===== src/include/pgf_pkg.sv =====
// package of register map, field layout and reset values for pwm fault/irq
package pgf_pkg;
    localparam int unsigned ADDR_W = 12;
    // register byte offsets
    localparam logic [11:0] OFS_CONFIG = 12'h000;
    localparam logic [11:0] OFS_FLT_SEL0 = 12'h004;
    localparam logic [11:0] OFS_FLT_SEL1 = 12'h008;
    localparam logic [11:0] OFS_FLT_SENSE = 12'h00C;
    localparam logic [11:0] OFS_FLT_STAT0 = 12'h010;
    localparam logic [11:0] OFS_FLT_STAT1 = 12'h014;
    localparam logic [11:0] OFS_INT_EN = 12'h018;
    localparam logic [11:0] OFS_RAW_IS = 12'h01C;
    localparam logic [11:0] OFS_MASK_IS = 12'h020;
    localparam logic [11:0] OFS_PERIOD = 12'h024;
    localparam logic [11:0] OFS_ACT_PERIOD = 12'h028;
    localparam logic [11:0] OFS_MOD_EN = 12'h02C;
    // config register fields
    localparam int unsigned CFG_EXT_SRC = 0;
    localparam int unsigned CFG_LATCHED = 1;
    localparam int unsigned CFG_W = 2;
    // interrupt enable fields (irq bits 5:0, trigger bits 11:8)
    localparam int unsigned IRQ_W = 6;
    localparam int unsigned INTEN_W = 12;
    localparam int unsigned TRG_LSB = 8;
    localparam int unsigned IRQ_ZERO = 0;
    localparam int unsigned IRQ_LOAD = 1;
    localparam int unsigned IRQ_AU = 2;
    localparam int unsigned IRQ_AD = 3;
    localparam int unsigned IRQ_BU = 4;
    localparam int unsigned IRQ_BD = 5;
    // group widths
    localparam int unsigned EXT_N = 4;
    localparam int unsigned DCMP_N = 8;
    localparam int unsigned PER_W = 16;
    // reset values
    localparam logic [3:0] SEL0_RST = 4'h1;
    localparam logic [7:0] SEL1_RST = 8'h00;
    localparam logic [15:0] PER_RST = 16'h0000;
endpackage


===== src/hdl/pgf_fault_irq.sv =====
// per-generator fault source combine, interrupt status and period logic
//
// Operation
// - fault is OR of selected triggers, only external inputs sense-adjusted
// - four external, eight comparator select bits
// - reset uses fault zero until extended mode
// - selected trigger sets read back per group
// - write one clears status, zero keeps
// - enable register holds irq and trigger enables
// - raw and masked status both readable
// - irq needs module enable and pending source
// - period counts ticks between zero pulses
// - period read gives programmed, not active value
// - latched mode holds trigger status until cleared
`timescale 1ns/100ps
module pgf_fault_irq
    import pgf_pkg::*;
(
    input wire logic clk_sys,
    input wire logic nrst,
    input wire logic clkEn,
    input wire logic psel,
    input wire logic penable,
    input wire logic pwrite,
    input wire logic [11:0] paddr,
    input wire logic [31:0] pwdata,
    output logic [31:0] prdata,
    output logic pready,
    output logic pslverr,
    input wire logic [3:0] externalFaultInput,
    input wire logic [7:0] digitalComparatorTrigger,
    input wire logic counterLoadEvent,
    input wire logic cmpAUpEvent,
    input wire logic cmpADownEvent,
    input wire logic cmpBUpEvent,
    input wire logic cmpBDownEvent,
    output logic faultOut,
    output logic counterZero,
    output logic genIrq,
    output logic [3:0] genTrigger
);
    typedef enum logic [1:0] {
        PGF_IDLE = 2'b01,
        PGF_ACCESS = 2'b10
    } pgf_bus_t;

    pgf_bus_t busState_reg;
    logic [CFG_W-1:0] config_reg;
    logic [3:0] sel0_reg;
    logic [7:0] sel1_reg;
    logic [3:0] sense_reg;
    logic [3:0] stat0_reg;
    logic [7:0] stat1_reg;
    logic [INTEN_W-1:0] intEn_reg;
    logic [IRQ_W-1:0] rawIs_reg;
    logic modEn_reg;
    logic [PER_W-1:0] period_reg;
    logic [PER_W-1:0] actPeriod_reg;
    logic [PER_W-1:0] count_reg;
    logic updPending_reg;
    logic [31:0] prdata_reg;
    logic faultOut_reg;
    logic zeroPulse_reg;
    logic genIrq_reg;
    logic [3:0] genTrigger_reg;

    logic wrEn;
    logic rdEn;
    logic [3:0] extAdj;
    logic [3:0] effSel0;
    logic [7:0] effSel1;
    logic [IRQ_W-1:0] events;
    logic [IRQ_W-1:0] maskIs;
    logic addrOk;

    // true when the address matches a given register offset
    function automatic logic hit(input logic [11:0] a, input logic [11:0] o);
        hit = (a == o);
    endfunction

    // address decode for mapped registers
    always_comb
    begin
        case (paddr)
            OFS_CONFIG, OFS_FLT_SEL0, OFS_FLT_SEL1, OFS_FLT_SENSE,
            OFS_FLT_STAT0, OFS_FLT_STAT1, OFS_INT_EN, OFS_RAW_IS,
            OFS_MASK_IS, OFS_PERIOD, OFS_ACT_PERIOD, OFS_MOD_EN:
                addrOk = 1'b1;
            default:
                addrOk = 1'b0;
        endcase
    end

    // apb handshake: no wait state, answer in the access phase
    assign pready = (busState_reg == PGF_ACCESS);
    assign pslverr = pready & ~addrOk;
    assign wrEn = clkEn & psel & penable & pready & pwrite & addrOk;
    assign rdEn = clkEn & psel & ~penable & ~pwrite;
    assign prdata = prdata_reg;

    // bus state: setup moves to access, access returns to idle
    always_ff @(posedge clk_sys or negedge nrst)
    begin
        if (!nrst)
            busState_reg <= PGF_IDLE;
        else if (clkEn)
        begin
            case (busState_reg)
                PGF_IDLE:
                    if (psel && !penable)
                        busState_reg <= PGF_ACCESS;
                PGF_ACCESS:
                    busState_reg <= PGF_IDLE;
                default:
                    busState_reg <= PGF_IDLE;
            endcase
        end
    end

    // sense adjust then pick the effective selection
    always_comb
    begin
        extAdj = externalFaultInput ^ sense_reg;
        if (config_reg[CFG_EXT_SRC])
        begin
            effSel0 = sel0_reg;
            effSel1 = sel1_reg;
        end
        else
        begin
            effSel0 = SEL0_RST;
            effSel1 = SEL1_RST;
        end
    end

    // combined fault is a registered OR of the selected sources
    always_ff @(posedge clk_sys or negedge nrst)
    begin
        if (!nrst)
            faultOut_reg <= 1'b0;
        else if (clkEn)
            faultOut_reg <= |(extAdj & effSel0) |
                |(digitalComparatorTrigger & effSel1);
    end
    assign faultOut = faultOut_reg;

    // trigger status: live or latched with write-one clear, set wins
    always_ff @(posedge clk_sys or negedge nrst)
    begin
        if (!nrst)
        begin
            stat0_reg <= 4'h0;
            stat1_reg <= 8'h00;
        end
        else if (clkEn)
        begin
            if (config_reg[CFG_LATCHED])
            begin
                stat0_reg <= (stat0_reg & ~(hit(paddr, OFS_FLT_STAT0) &&
                    wrEn ? pwdata[3:0] : 4'h0)) | extAdj;
                stat1_reg <= (stat1_reg & ~(hit(paddr, OFS_FLT_STAT1) &&
                    wrEn ? pwdata[7:0] : 8'h00)) |
                    digitalComparatorTrigger;
            end
            else
            begin
                stat0_reg <= extAdj;
                stat1_reg <= digitalComparatorTrigger;
            end
        end
    end

    // configuration registers written by software
    always_ff @(posedge clk_sys or negedge nrst)
    begin
        if (!nrst)
        begin
            config_reg <= '0;
            sel0_reg <= SEL0_RST;
            sel1_reg <= SEL1_RST;
            sense_reg <= 4'h0;
            intEn_reg <= '0;
            modEn_reg <= 1'b0;
        end
        else if (wrEn)
        begin
            if (hit(paddr, OFS_CONFIG))
                config_reg <= pwdata[CFG_W-1:0];
            if (hit(paddr, OFS_FLT_SEL0))
                sel0_reg <= pwdata[EXT_N-1:0];
            if (hit(paddr, OFS_FLT_SEL1))
                sel1_reg <= pwdata[DCMP_N-1:0];
            if (hit(paddr, OFS_FLT_SENSE))
                sense_reg <= pwdata[EXT_N-1:0];
            if (hit(paddr, OFS_INT_EN))
                intEn_reg <= pwdata[INTEN_W-1:0];
            if (hit(paddr, OFS_MOD_EN))
                modEn_reg <= pwdata[0];
        end
    end

    // period: programmed value, taken by the counter at zero
    always_ff @(posedge clk_sys or negedge nrst)
    begin
        if (!nrst)
        begin
            period_reg <= PER_RST;
            actPeriod_reg <= PER_RST;
            updPending_reg <= 1'b0;
            count_reg <= '0;
            zeroPulse_reg <= 1'b0;
        end
        else if (clkEn)
        begin
            zeroPulse_reg <= (count_reg == '0);
            if (wrEn && hit(paddr, OFS_PERIOD))
            begin
                period_reg <= pwdata[PER_W-1:0];
                updPending_reg <= 1'b1;
            end
            if (count_reg == '0)
            begin
                // a period of n gives n ticks between zero pulses; a period of zero gives one tick, as one does
                if (updPending_reg && !(wrEn && hit(paddr, OFS_PERIOD)))
                begin
                    actPeriod_reg <= period_reg;
                    updPending_reg <= 1'b0;
                    count_reg <= (period_reg == '0) ? '0 :
                        period_reg - 16'h0001;
                end
                else
                    count_reg <= (actPeriod_reg == '0) ? '0 :
                        actPeriod_reg - 16'h0001;
            end
            else
                count_reg <= count_reg - 16'h0001;
        end
    end
    assign counterZero = zeroPulse_reg;

    // raw interrupt status: events set, write one clears, set wins
    assign events = {cmpBDownEvent, cmpBUpEvent, cmpADownEvent,
        cmpAUpEvent, counterLoadEvent, zeroPulse_reg};
    always_ff @(posedge clk_sys or negedge nrst)
    begin
        if (!nrst)
            rawIs_reg <= '0;
        else if (clkEn)
        begin
            if (wrEn && (hit(paddr, OFS_RAW_IS) || hit(paddr, OFS_MASK_IS)))
                rawIs_reg <= (rawIs_reg & ~pwdata[IRQ_W-1:0]) | events;
            else
                rawIs_reg <= rawIs_reg | events;
        end
    end

    // masked status follows raw and enables combinationally
    assign maskIs = rawIs_reg & intEn_reg[IRQ_W-1:0];

    // generator interrupt and trigger outputs
    always_ff @(posedge clk_sys or negedge nrst)
    begin
        if (!nrst)
        begin
            genIrq_reg <= 1'b0;
            genTrigger_reg <= 4'h0;
        end
        else if (clkEn)
        begin
            genIrq_reg <= modEn_reg & (|maskIs);
            genTrigger_reg <= intEn_reg[TRG_LSB+3:TRG_LSB] &
                {cmpBDownEvent, cmpBUpEvent, counterLoadEvent,
                zeroPulse_reg};
        end
    end
    assign genIrq = genIrq_reg;
    assign genTrigger = genTrigger_reg;

    // read data captured in the setup cycle
    always_ff @(posedge clk_sys or negedge nrst)
    begin
        if (!nrst)
            prdata_reg <= 32'h00000000;
        else if (rdEn)
        begin
            case (paddr)
                OFS_CONFIG: prdata_reg <= {30'h0, config_reg};
                OFS_FLT_SEL0: prdata_reg <= {28'h0, sel0_reg};
                OFS_FLT_SEL1: prdata_reg <= {24'h0, sel1_reg};
                OFS_FLT_SENSE: prdata_reg <= {28'h0, sense_reg};
                OFS_FLT_STAT0: prdata_reg <= {28'h0, stat0_reg};
                OFS_FLT_STAT1: prdata_reg <= {24'h0, stat1_reg};
                OFS_INT_EN: prdata_reg <= {20'h0, intEn_reg};
                OFS_RAW_IS: prdata_reg <= {26'h0, rawIs_reg};
                OFS_MASK_IS: prdata_reg <= {26'h0, maskIs};
                OFS_PERIOD: prdata_reg <= {16'h0, period_reg};
                OFS_ACT_PERIOD: prdata_reg <= {16'h0, actPeriod_reg};
                OFS_MOD_EN: prdata_reg <= {31'h0, modEn_reg};
                default: prdata_reg <= 32'h00000000;
            endcase
        end
    end
endmodule


===== config.mk =====
export PLATFORM = sky130hd
export DESIGN_NAME = pgf_fault_irq
export DESIGN_NICKNAME = d
export VERILOG_FILES = /design/src/include/pgf_pkg.sv /design/src/hdl/pgf_fault_irq.sv
export SDC_FILE = /design/constraint.sdc
export NUM_CORES = 1
export LEC_CHECK = 0
export BUFFER_PORTS_ARGS = -buffer_cell sky130_fd_sc_hd__clkbuf_2
export CAP_MARGIN = 15
export CORE_UTILIZATION = 50
export CTS_BUF_LIST = sky130_fd_sc_hd__clkbuf_16
export DETAILED_ROUTE_END_ITERATION = 6
export HOLD_SLACK_MARGIN = 0.08
export PLACE_DENSITY_LB_ADDON = 0.2
export SYNTH_ARGS = -nofsm -noshare
export SYNTH_HDL_FRONTEND = slang
export SYNTH_SLANG_ARGS = --single-unit

===== constraint.sdc =====
create_clock -name clk_sys -period 2.1 [get_ports clk_sys]
set_input_delay 0.105 -clock clk_sys [delete_from_list [all_inputs] [get_ports clk_sys]]
set_output_delay 0.105 -clock clk_sys [all_outputs]
set_load 0.05 [all_outputs]

; ---- Word-level counts from Yosys, hierarchy flattened
; Cells that the tools add are included.
[op_classes]
add_sub_neg = 3
mul = 0
n_div = 0
n_lt_le_gt_ge = 0
n_eq_ne = 14
n_shift = 0
mux = 18
bitwise_logic = 28
n_reduce_logical = 26
[ops]
columns = op, n
row1 = 16-bit case mux with 12 select lines, 1
row2 = 16-bit 2-to-1 mux, 4
row3 = 12-bit by 5-bit equality test with 1-bit output (second input constant), 4
row4 = 12-bit by 6-bit equality test with 1-bit output (second input constant), 4
row5 = 16-bit zero test, 3
row6 = 16-bit by 1-bit subtractor with 16-bit output (second input constant), 3
row7 = 12-bit by 4-bit equality test with 1-bit output (second input constant), 2
row8 = 8-bit 2-to-1 mux, 3
row9 = 8-bit bitwise AND, 2
row10 = 2-bit AND reduction, 8
row11 = 4-bit bitwise AND, 3
row12 = 6-bit bitwise AND, 2
row13 = 12-bit by 3-bit equality test with 1-bit output (second input constant), 1
row14 = 12-bit zero test, 1
row15 = 4-bit 2-to-1 mux, 3
row16 = 6-bit bitwise OR, 2
row17 = 12-bit OR reduction, 1
row18 = 1-bit bitwise AND, 9
row19 = 8-bit NOT, 1
row20 = 8-bit bitwise OR, 1
row21 = 8-bit OR reduction, 1
row22 = 1-bit logical AND, 6
row23 = 6-bit 2-to-1 mux, 1
row24 = 6-bit NOT, 1
row25 = 15 further kinds, 22
[totals]
register_bits = 139
latchBits = 0
mem_bits_rw = 0
mem_bits_ro = 0
input_bits = 67
out_inout_bits = 41
elab_cells = 108
mem_count = 0

; ---- Depth between registers and ports, before layout
; Gate-level depths: netlist of run 1.
[logic_depth]
ltp_word = 11
mapped_depth = 9

; ---- Worst setup path after synthesis of run 1
; No wires, ideal clock.
[synth_timing]
kind = register -> register
from = register busState_reg[0]
to = register period_reg[10]
setup_time_ns = 0.125
t_arrival_ns = 2.416
required_time_ns = 1.975
path_slack_ns = -0.441
stages_incl_launch_ff = 8
path_cell_list = dfstp_2 -> nor2b_1 -> nand2_1 -> or2_1 -> buf_6 -> nor2_4 -> buf_4 -> mux2_2
[synth_via]
elab_chain_len = 6
[synth_rtl]
columns = element, line
row1 = from (decl), pgf_fault_irq.sv:47  ; pgf_bus_t busState_reg;
row2 = from (signal assigned), pgf_fault_irq.sv:105  ; busState_reg <= PGF_IDLE;
row3 = from (signal assigned), pgf_fault_irq.sv:111  ; busState_reg <= PGF_ACCESS;
row4 = from (signal assigned), pgf_fault_irq.sv:113  ; busState_reg <= PGF_IDLE;
row5 = 2-bit equality test, pgf_fault_irq.sv:95  ; assign pready = (busState_reg == PGF_ACCESS);
row6 = net pready, pgf_fault_irq.sv:28  ; output logic pready,
row7 = 1-bit bitwise AND (3 in series), pgf_fault_irq.sv:97  ; assign wrEn = clkEn & psel & penable & pready & pwrite & addrOk;
row8 = 1-bit logical AND, pgf_fault_irq.sv:216  ; if (wrEn && hit(paddr, OFS_PERIOD))
row9 = 2-bit AND reduction (no source line), -
row10 = to (signal assigned), pgf_fault_irq.sv:218  ; period_reg <= pwdata[PER_W-1:0];
row11 = to (decl), pgf_fault_irq.sv:57  ; logic [PER_W-1:0] period_reg;
; The timed path passes the listed nets, and every way through them passes these cells.
; A chain may end at the register's enable or synchronous reset.

; ---- Worst setup path after layout of run 1
[layout_timing]
from = register actPeriod_reg[9]
to = register count_reg[14]
[layout_via]
elab_chain_len = 4
[layout_rtl]
columns = element, line
row1 = from (decl), pgf_fault_irq.sv:58  ; logic [PER_W-1:0] actPeriod_reg;
row2 = from (signal assigned), pgf_fault_irq.sv:226  ; actPeriod_reg <= period_reg;
row3 = 16-bit by 1-bit subtractor with 16-bit output / 16-bit zero test (equally long branches), "pgf_fault_irq.sv:233, pgf_fault_irq.sv:232"
row4 = 16-bit 2-to-1 mux *, pgf_fault_irq.sv:232  ; count_reg <= (actPeriod_reg == '0) ? '0 :
row5 = 16-bit 2-to-1 mux *, pgf_fault_irq.sv:224  ; if (updPending_reg && !(wrEn && hit(paddr, OFS_PERIOD)))
row6 = 16-bit 2-to-1 mux *, pgf_fault_irq.sv:221  ; if (count_reg == '0)
row7 = to (signal assigned), pgf_fault_irq.sv:228  ; count_reg <= (period_reg == '0) ? '0 :
row8 = to (signal assigned), pgf_fault_irq.sv:232
row9 = to (signal assigned), pgf_fault_irq.sv:236  ; count_reg <= count_reg - 16'h0001;
row10 = to (decl), pgf_fault_irq.sv:59  ; logic [PER_W-1:0] count_reg;
; Every way passes the cells marked *; elsewhere a longest branch is shown, timed or not.

==> metrics, run 1 <==
H-tree depth=4; Worst Path Required=between 2000 and 2500 ps; MaxCap Viol Count=0; Mapped Cells=733; Final Hold Vio Count=0; largest family of logic cells by synthesized area=simple AND/OR/NAND/NOR gates; vias=6933; via density per instance=6.17; Post-Synth Adder-Cell Area=1.01%; flop2flop setup slack=40 ps; post-synth top area share=40.7%; Setup Slack @ Placement=-96.6 ps; max incr delay on CP=between 500 and 600 ps; core area=0.0145 mm²; min-delay worst type=input pin to flip-flop; num rows=44; Worst Reg2Reg Path Length in Cells=5; Pre-antenna DRT Iters=5; Critical Path, Cell by Cell=or4_4, or4_1, nor3_1, o211ai_1, a221oi_1; gr usage total=32.7%; Synth area leader=dfrtp_1; Unique masters post-synth=slightly below 80; EDFF count, synth=0; Max FO, Critical Path=3; dpl hpwl=17.5 mm; number of setup buffers added after CTS=0; post-route ant nets=0; Synth Area in Compound Gates=17.7%; fmax=486 MHz; CP Class=flip-flop to flip-flop; initial drt markers=618; CTS Buffer Depth=2; Max IR drop VDD=0.000592 V; port bufs=75; vias in the first global route=6487; Worst setup EP type=flip-flop; ranking of synthesized cells by area=dfrtp_1 41%, mux2_2 8.9%, nand2_1 2.9%; hold_sp=clkEn; Synth Cell Area=roughly 0.0074 mm²; CTS clk-pin slew, worst paths=about 60 ps; final critical-path required period=2060 ps; crit path DAT=2360 ps; Clk Latency, worst-skew pair=410 ps; antenna cells=0; filler cell count=1167; Clock Sinks=123; antenna violations before repair=0; Synth Area in Simple Gates=19.3%; Synth Register Bits=123; die height=between 100 and 150 µm; WL/cell=around 21 µm; area grow syn2layout=31.5%; GP Congestion=0.935; Worst path slowest cell=or4_4; part of the cycle the worst path needs=between 90 and 100%; skew final=7.19 ps; Leak=between 4 and 5 nW; mux cell area share after synthesis=12.6%; Post-synth top flop=dfrtp_1; Die Wd=124 µm; CTS tree=done; Startpoint Class=flip-flop; setup violators final=0; Cell Pwr Density=737 mW/mm²; Residual DRC=0; outcome=finished, final reports clean; DRT Wirelength=~24 mm; pin count of the biggest net entering global routing=51; syn avg cell area=10.1 µm²; Layout Utilization=67.3%; Starting Density=51.1%; setup ws final=40.4 ps; Hold Path Depth=3; synth warn=0; max-slew violation count=0; RSZ-0062 raised after global routing=true; Worst Hold End=counterZero; Worst-Margin Slew=796 ps; Final #Nets=1000; sequential cell area fraction in the yosys report=41.4%; reg-to-reg startpoint=actPeriod_reg[9]; total CTS buffers=17; overflow left after global routing=0; die footprint=around 0.015 mm²; layout cells sized above 1=between 30% and 40%; Worst R2R End=count_reg[14]; CP top delay family=simple AND/OR/NAND/NOR gates; worst path bufs/invs=0; io pins=108; Slew HR=46.9%; XOR/XNOR share of the synthesized area=2.24%; clock root buffer=clkbuf_16; first-pass GRT wire length=36.7 mm; asr flop ratio synth=100%
routing by layer:
layer | routed length (µm) | track usage, % | up-vias
met5 | 0 | 0 | -
li1 | - | - | 3145
met3 | 1780 | 6.64 | 31
met4 | 380 | 10.1 | 0
met1 | 10800 | 47.0 | 3444
met2 | 11000 | 49.5 | 313
cell type report:
class / count / area (µm²) / share of cell area (%)
clock inverter: 15 / 174 / 1.78
timing repair buffer: 216 / 1640 / 16.7
tap: 184 / 230 / 2.35
clock buffer: 17 / 425 / 4.35
sequential: 123 / 3080 / 31.5
multi-input combinational: 538 / 4120 / 42.1
inverter: 31 / 116 / 1.19
what timing repair did:
| item | CTS | global route |
|---|---|---|
| endpoints found under the hold margin | 94 | 0 |
| gates cloned | 0 | 0 |
| pin swaps | 0 | 4 |
| gates resized for setup | 2 | 26 |
| setup endpoints to repair | 19 | 28 |
| hold buffers | 32 | 0 |
through the flow:
step / hold WS, ps / TNS [ps] / total power [W] / std cells / instance area [µm²]
final: 105 / 0 / 0.00720 / 1124 / 9780
after global routing: 118 / -99.3 / 0.00749 / 1124 / 9780
after CTS: 90.2 / 0 / 0.00714 / 1124 / 9670
after detailed placement: 117 / -1030 / 0.00409 / 1060 / 8750
after global placement: 97.2 / -422 / 0.00407 / 1060 / 8750
after floorplan: -191 / 0 / 0.00350 / 748 / 7510
worst register-to-register path, delay by kind of cell (launching register included):
family / cells / cell delay (ps)
and+or+nand+nor: 3 / 1160
AOI/OAI and AO/OA: 2 / 410
DFF: 1 / 380
cell usage after synthesis, drive strengths merged, types with 7 or more instances:
master and number:
nor2 26, nand2 57, dfrtp 121, mux2i 16
or3 13, o41ai 11, nor3 23, a22o 16
a21oi 26, nand3 24, or4 9, o21ai 41
xor2 9, nor4 17, mux2 61, a22oi 19
clkbuf 22, buf 34, inv 31, o211ai 7
nand3b 8, xnor2 10, nor2b 7, nand4 8
cells by family (layout without fill, tap and decap cells):
group,Yosys count,count (layout)
AOI/OAI and AO/OA,185,185
xor gates and xnor gates,19,19
adders and majority gates,6,6
buffers and inverters,87,279
DFF,123,123
muxes,81,81
other,1,16
and+or+nand+nor,231,231
cell usage in the layout (no fill, tap or decap), types with 7 or more instances in the layout:
master           n
xor2_1           9
nand4_1          7
nor3_1          19
nor2_1          24
nor4_1           8
mux2i_1         16
clkbuf_2        74
dlygate4sd3_1   32
o211ai_1         7
nand3_1         22
o41ai_1         11
clkbuf_16       17
or3_1           12
nand3b_1         8
mux2_2          59
inv_1           30
buf_12           9
buf_4           99
nand2_1         55
xnor2_1         10
o21ai_0         38
a22o_1          16
a22oi_1         19
a21oi_1         26
conb_1          16
dfrtp_1        121
where the power goes:
| part | total (W) | internal [W] | switching (W) |
|---|---|---|---|
| registers | 0.00268 | 0.00253 | 0.000150 |
| logic | 0.00153 | 0.000676 | 0.000850 |
| clock network | 0.00300 | 0.00187 | 0.00113 |
| total | 0.00720 | 0.00507 | 0.00213 |
how the worst max path moves through the flow:
stage                      from             to  slack [ps]  cells past startpoint
4_1_cts        actPeriod_reg[0]  count_reg[11]          10                      9
3_5_place_dp       count_reg[0]   count_reg[9]        -100                      8
2_1_floorplan  actPeriod_reg[2]   count_reg[8]          60                      6
5_1_grt        actPeriod_reg[9]  count_reg[14]         -90                      5
6_report       actPeriod_reg[9]  count_reg[14]          40                      5
3_3_place_gp       count_reg[0]   count_reg[9]         -70                      8
Power figures use the tool's default switching activity.
==> inputs of run 2 (changes only) <==
--- a/config.mk
+++ b/config.mk
@@ -7,11 +7,14 @@
 export LEC_CHECK = 0
 export BUFFER_PORTS_ARGS = -buffer_cell sky130_fd_sc_hd__clkbuf_2
 export CAP_MARGIN = 15
-export CORE_UTILIZATION = 50
+export CELL_PAD_IN_SITES_DETAIL_PLACEMENT = 1
+export CELL_PAD_IN_SITES_GLOBAL_PLACEMENT = 2
+export CORE_UTILIZATION = 33
 export CTS_BUF_LIST = sky130_fd_sc_hd__clkbuf_16
 export DETAILED_ROUTE_END_ITERATION = 6
 export HOLD_SLACK_MARGIN = 0.08
 export PLACE_DENSITY_LB_ADDON = 0.2
+export SKIP_CTS_REPAIR_TIMING = 1
 export SYNTH_ARGS = -nofsm -noshare
 export SYNTH_HDL_FRONTEND = slang
 export SYNTH_SLANG_ARGS = --single-unit
==> metrics, run 2 (same netlist as run 1, synthesis figures left out) <==
Leak=4.53 nW (about the same); core area=0.0220 mm² (+51%); DRT Wirelength=27.5 mm (+15%); min-delay worst type=input pin to flip-flop; die footprint=0.0231 mm² (+51%); WL/cell=22.4 µm (+5.2%); num rows=54 (+23%); Worst path slowest cell=or4_4; most frequent CP cell=or4_4; Worst Path Required=2390 ps (about the same); max-slew violation count=0 (unchanged); crit path DAT=2350 ps (about the same); flop2flop setup slack=30 ps (about the same); worst path bufs/invs=0 (unchanged); CP Class=flip-flop to flip-flop; CTS tree=done; Starting Density=33.9% (-17 points); final critical-path required period=2070 ps (+7.86 ps); port bufs=75 (unchanged); pin count of the biggest net entering global routing=46 (-9.8%); Hold Slack=62.6 ps (-42.7 ps); skew final=19.2 ps (+12.0 ps); die height=152 µm (+23%); H-tree depth=4 (unchanged); Max IR drop VDD=0.000497 V (-16%); vias in the first global route=7310 (+13%); vias=6860 (-1.1%); Slew HR=63.6% (+17 points); antenna cells=0 (unchanged); Cell Pwr Density=712 mW/mm² (-3.4%); RSZ-0062 raised after global routing=true; overflow left after global routing=0 (unchanged); commonest cells after routing, fill and taps aside=120 x dfrtp_1, 113 x buf_4, 74 x clkbuf_2; clock root buffer=clkbuf_16; Final #Nets=1009 (+0.90%); outcome=finished, violations left; violated checks=design-rule violations; Worst setup EP type=flip-flop; Final Hold Vio Count=0 (unchanged); first-pass GRT wire length=42.6 mm (+16%); Residual DRC=6 (+6); total CTS buffers=17 (unchanged); part of the cycle the worst path needs=98.5% (+0.37 points); initial drt markers=299 (-52%); commonest non-fill, non-tap cell in the layout=dfrtp_1; Pre-antenna DRT Iters=7 (+2); gr usage total=24.3% (-8.4 points); Worst R2R End=count_reg[14]; Clock Sinks=123 (unchanged); io pins=108 (unchanged); CP top delay family=simple AND/OR/NAND/NOR gates; max incr delay on CP=550 ps (-20 ps); fmax=484 MHz (-0.38%); Hold Path Depth=4 (+1); Die Wd=152 µm (+23%); Critical Path, Cell by Cell=or4_4, or4_4, o21a_1, o211ai_1, a221oi_1; post-route ant nets=0 (unchanged); layout cells sized above 1=37.0% (+2.1 points); hold_sp=penable; CTS clk-pin slew, worst paths=60 ps (about the same); Worst Hold End=busState_reg[1]; Clk Latency, worst-skew pair=430 ps (+20 ps); Worst-Margin Slew=533 ps (-264 ps); CTS Buffer Depth=2 (unchanged); total negative slack=0 ps (unchanged); GP Congestion=0.920 (-1.7%); setup violators final=0 (unchanged); area grow syn2layout=33.4%; via density per instance=5.58 (-9.5%); Max FO, Critical Path=2 (-1); dpl hpwl=21.1 mm (+21%); Startpoint Class=flip-flop; antenna violations before repair=0 (unchanged); Worst Reg2Reg Path Length in Cells=5 (unchanged); MaxCap Viol Count=0 (unchanged); reg-to-reg startpoint=actPeriod_reg[10]
[run 2: cell count changes in the layout (fill, tap and decap cells not counted), sizes merged]
cell,delta
bufinv,-3
clkinvlp,+3
inv,+3
clkinv,-3
buf,+13
dlygate4sd3,-4
[run 2: through the flow]
| stage | std cells | power, W | util [%] | setup slack, ps | instance area (µm²) |
|---|---|---|---|---|---|
| 6_report | 1229 | 0.00706 | 45.2 | 32.5 | 9910 |
| 5_1_grt | 1229 | 0.00736 | 45.2 | -26.8 | 9910 |
| 4_1_cts | 1201 | 0.00697 | 43.1 | -137 | 9470 |
| 3_5_place_dp | 1169 | 0.00420 | 40.7 | -118 | 8930 |
| 3_3_place_gp | 1169 | 0.00413 | 40.7 | -68.3 | 8930 |
| 2_1_floorplan | 748 | 0.00350 | - | 55.6 | 7510 |
[run 2: worst max path at each step]
stage                            from                 to  slack, ps  depth (start not counted)
global route             count_reg[0]   actPeriod_reg[6]        -30                          7
finish              actPeriod_reg[10]      count_reg[14]         30                          5
detailed placement           paddr[7]   actPeriod_reg[9]       -120                          7
floorplan            actPeriod_reg[2]       count_reg[8]         60                          6
global placement             paddr[7]  actPeriod_reg[10]        -70                          7
CTS                      count_reg[0]   actPeriod_reg[9]       -140                          7
[run 2: layout make-up]
cell class / instances / area (µm²)
multi-input cells: 538 / 4160
clock buffers: 17 / 425
inverters: 31 / 116
fillers: 2476 / 12000
well taps: 280 / 350
flip-flops and latches: 123 / 3080
clock inverters: 15 / 115
repair buffers: 225 / 1660
[run 2: worst min-delay path, delay by kind of cell]
kind	cells	cell delay (ps)
AO/OA/AOI/OAI	1	80
buffers and inverters	1	120
AND/OR/NAND/NOR	2	130
[run 2: metal layers]
metal  global-route usage [%]  wire length (µm)
met5                        0                 0
met2                     43.8             14700
met4                     8.70               629
met3                     3.59               609
met1                     29.3             11500
[run 2: power by group]
part	total [W]	leakage, nW	internal, W	switching, W
combinational	0.00161	2.65	0.000702	0.000907
sequential	0.00268	1.61	0.00252	0.000160
clock	0.00276	0.262	0.00152	0.00124
total	0.00706	4.53	0.00475	0.00231
==> inputs of run 3 (changes only) <==
--- a/config.mk
+++ b/config.mk
@@ -5,11 +5,12 @@
 export SDC_FILE = /design/constraint.sdc
 export NUM_CORES = 1
 export LEC_CHECK = 0
+export ABC_AREA = 1
 export BUFFER_PORTS_ARGS = -buffer_cell sky130_fd_sc_hd__clkbuf_2
 export CAP_MARGIN = 15
 export CELL_PAD_IN_SITES_DETAIL_PLACEMENT = 1
 export CELL_PAD_IN_SITES_GLOBAL_PLACEMENT = 2
-export CORE_UTILIZATION = 33
+export CORE_UTILIZATION = 30
 export CTS_BUF_LIST = sky130_fd_sc_hd__clkbuf_16
 export DETAILED_ROUTE_END_ITERATION = 6
 export HOLD_SLACK_MARGIN = 0.08
==> constraint.sdc (replaced) <==
create_clock -name clk_sys -period 1.7 [get_ports clk_sys]
set_input_delay 0.085 -clock clk_sys [delete_from_list [all_inputs] [get_ports clk_sys]]
set_output_delay 0.085 -clock clk_sys [all_outputs]
set_load 0.05 [all_outputs]
==> metrics, run 3 <==
outcome=finished, violations left; violated checks=negative setup slack; Post-Layout Cell Count=1658 (+35%); total CTS buffers=17 (unchanged); Synth Register Bits=123 (unchanged); post-route ant nets=0 (unchanged); layout cells sized above 1=34.3% (-2.7 points); filler cell count=3041 (+23%); CTS Buffer Depth=2 (unchanged); Unique masters post-synth=45 (-42%); port bufs=75 (unchanged); Worst setup EP type=flip-flop; Max FO, Critical Path=4 (+2); GP Congestion=0.831 (-9.7%); cell with the most instances after synthesis=nand2_1; sw frac=28.2% (-4.5 points); Final Hold Vio Count=0 (unchanged); Startpoint Class=flip-flop; gr usage total=23.1% (-1.2 points); list of most frequent post-synthesis cells=266 x nand2_1, 121 x dfrtp_1, 107 x inv_1, 105 x nor2_1, 91 x nand3_1; CP top delay family=simple AND/OR/NAND/NOR gates; DRT Wirelength=29.6 mm (+7.8%); most frequent CP cell=buf_4; asr flop ratio synth=100% (unchanged); Synth Cell Area=0.00747 mm² (+0.45%); Clock Sinks=123 (unchanged); Hold Slack=80.0 ps (+17.4 ps); CTS tree=done; dpl cells=1564 (+34%); max-slew violation count=0 (unchanged); Worst path slowest cell=dfrtp_1; overflow left after global routing=0 (unchanged); clock network power share=46.6% (+7.4 points); RSZ-0062 raised after global routing=true; worst path bufs/invs=4 (+4); Pre-antenna DRT Iters=6 (-1); vias in the first global route=8130 (+11%); sequential cell area fraction in the yosys report=41.3% (-0.19 points); Final #Nets=1394 (+38%); crit path DAT=2270 ps (-80 ps); min-delay worst type=input pin to flip-flop; dpl hpwl=22.3 mm (+5.3%); switching power=0.00231 W (+0.38%); skew final=11.1 ps (-8.08 ps); Post-synth top flop=dfrtp_1; combinational share of power=14.4% (-8.4 points); syn avg cell area=7.24 µm² (-29%); Max IR drop VDD=0.000553 V (+11%); die height=160 µm (+5.0%); Residual DRC=0 (-6); Starting Density=30.6% (-3.2 points); die footprint=0.0255 mm² (+10%); final critical-path required period=1920 ps (-145 ps); vias=7952 (+16%); synth warn=0 (unchanged); max incr delay on CP=400 ps (-150 ps); setup ws final=-223 ps (-255 ps); Mapped Cells=1032 (+41%); Die Wd=160 µm (+5.0%); via density per instance=4.80 (-14%); MaxCap Viol Count=0 (unchanged); Critical Path, Cell by Cell=inv_2, buf_4, buf_4, nand4_1, nor3_2, buf_4, nand2_1, nand2_1, nand3_1, nand3_1, nand3_4, a21oi_2; H-tree depth=4 (unchanged); area grow syn2layout=49.2%; core area=0.0244 mm² (+11%); initial drt markers=316 (+5.7%); commonest non-fill, non-tap cell in the layout=nand2_1; clock root buffer=clkbuf_16; first-pass GRT wire length=45.5 mm (+6.8%); commonest cells after routing, fill and taps aside=253 x nand2_1, 173 x buf_4, 119 x dfrtp_1; P_int=0.00590 W (+24%); Synth area leader=dfrtp_1; WL/cell=17.9 µm (-20%); setup violators final=32 (+32); Cell Pwr Density=737 mW/mm² (+3.6%); io pins=108 (unchanged); pin count of the biggest net entering global routing=42 (-8.7%); ranking of synthesized cells by area=dfrtp_1 41%, nand2_1 13%, nand3_1 6.1%; sequential power share=39.0% (+1.0 points); fmax=520 MHz (+7.5%); post-synth top area share=40.5% (-0.18 points); antenna violations before repair=0 (unchanged); Leak=5.34 nW (+18%); CP Class=flip-flop to flip-flop; part of the cycle the worst path needs=113% (+15 points); Worst Path Required=2040 ps (-350 ps); CTS clk-pin slew, worst paths=70 ps (about the same); num rows=57 (+5.6%); antenna cells=0 (unchanged); Clk Latency, worst-skew pair=420 ps (about the same); EDFF count, synth=0 (unchanged)
## run 3: final timing paths
check                                   start            to  slack, ps  cells after the start
worst min register to register     prdata[12]    prdata[12]        480                      2
min in group asynchronous                nrst    prdata[14]        160                      2
worst max register to register  period_reg[0]  count_reg[9]       -220                     12
max in group asynchronous                nrst   sel0_reg[0]        890                      3
worst max-delay path            period_reg[0]  count_reg[9]       -220                     12
worst min-delay path                   pwrite     prdata[6]         80                      4
## run 3: final cells by class
class | count | area (µm²) | area share [%]
multi-input combinational | 758 | 4220 | 37.9
sequential | 123 | 3080 | 27.7
timing repair buffer | 302 | 2370 | 21.3
inverter | 119 | 459 | 4.12
clock buffer | 17 | 425 | 3.82
tap | 324 | 405 | 3.64
clock inverter | 15 | 175 | 1.57
## run 3: cells by family after synthesis
| family | after synthesis | share of synthesized area (%) |
|---|---|---|
| AO/OA/AOI/OAI | 187 | 13.8 |
| flip-flops | 123 | 41.3 |
| AND/OR/NAND/NOR | 527 | 31.5 |
| adder cells (fa/ha/maj) | 6 | 1.01 |
| XOR/XNOR | 22 | 2.58 |
| other | 1 | 0.0502 |
| buffers and inverters | 166 | 9.90 |
## run 3: worst reg2reg max path: stages (launching register included)
cell and delay (ps):
dfrtp_1 400, inv_2 100, buf_4 140, buf_4 100, nand4_1 160, nor3_2 150
buf_4 140, nand2_1 60, nand2_1 60, nand3_1 120, nand3_1 170, nand3_4 100
a21oi_2 160
## run 3: power by group through the flow
stage          logic [W]  registers (W)  clock network, W
6_report         0.00118        0.00321           0.00383
5_1_grt          0.00131        0.00322           0.00400
4_1_cts          0.00101        0.00320           0.00387
3_5_place_dp     0.00101        0.00325                 0
3_3_place_gp    0.000988        0.00324                 0
2_1_floorplan   0.000492        0.00326                 0
## run 3: stage by stage
step / setup slack, ps / util [%] / power, W / TNS (ps) / instance area (µm²)
after floorplan: -4.03 / - / 0.00375 / -4.03 / 7560
after global placement: -294 / 38.7 / 0.00423 / -8380 / 9450
after detailed placement: -309 / 38.7 / 0.00425 / -10220 / 9450
after CTS: -430 / 41.2 / 0.00807 / -7890 / 10000
after global routing: -324 / 45.7 / 0.00854 / -7730 / 11100
final: -223 / 45.7 / 0.00822 / -4160 / 11100
## run 3: metal layers
layer / global-route usage, % / up-vias / wire (µm)
met5: 0 / - / 0
met4: 6.77 / 0 / 692
met3: 3.22 / 39 / 493
met2: 40.4 / 97 / 15000
met1: 29.4 / 3892 / 13400
li1: - / 3924 / -
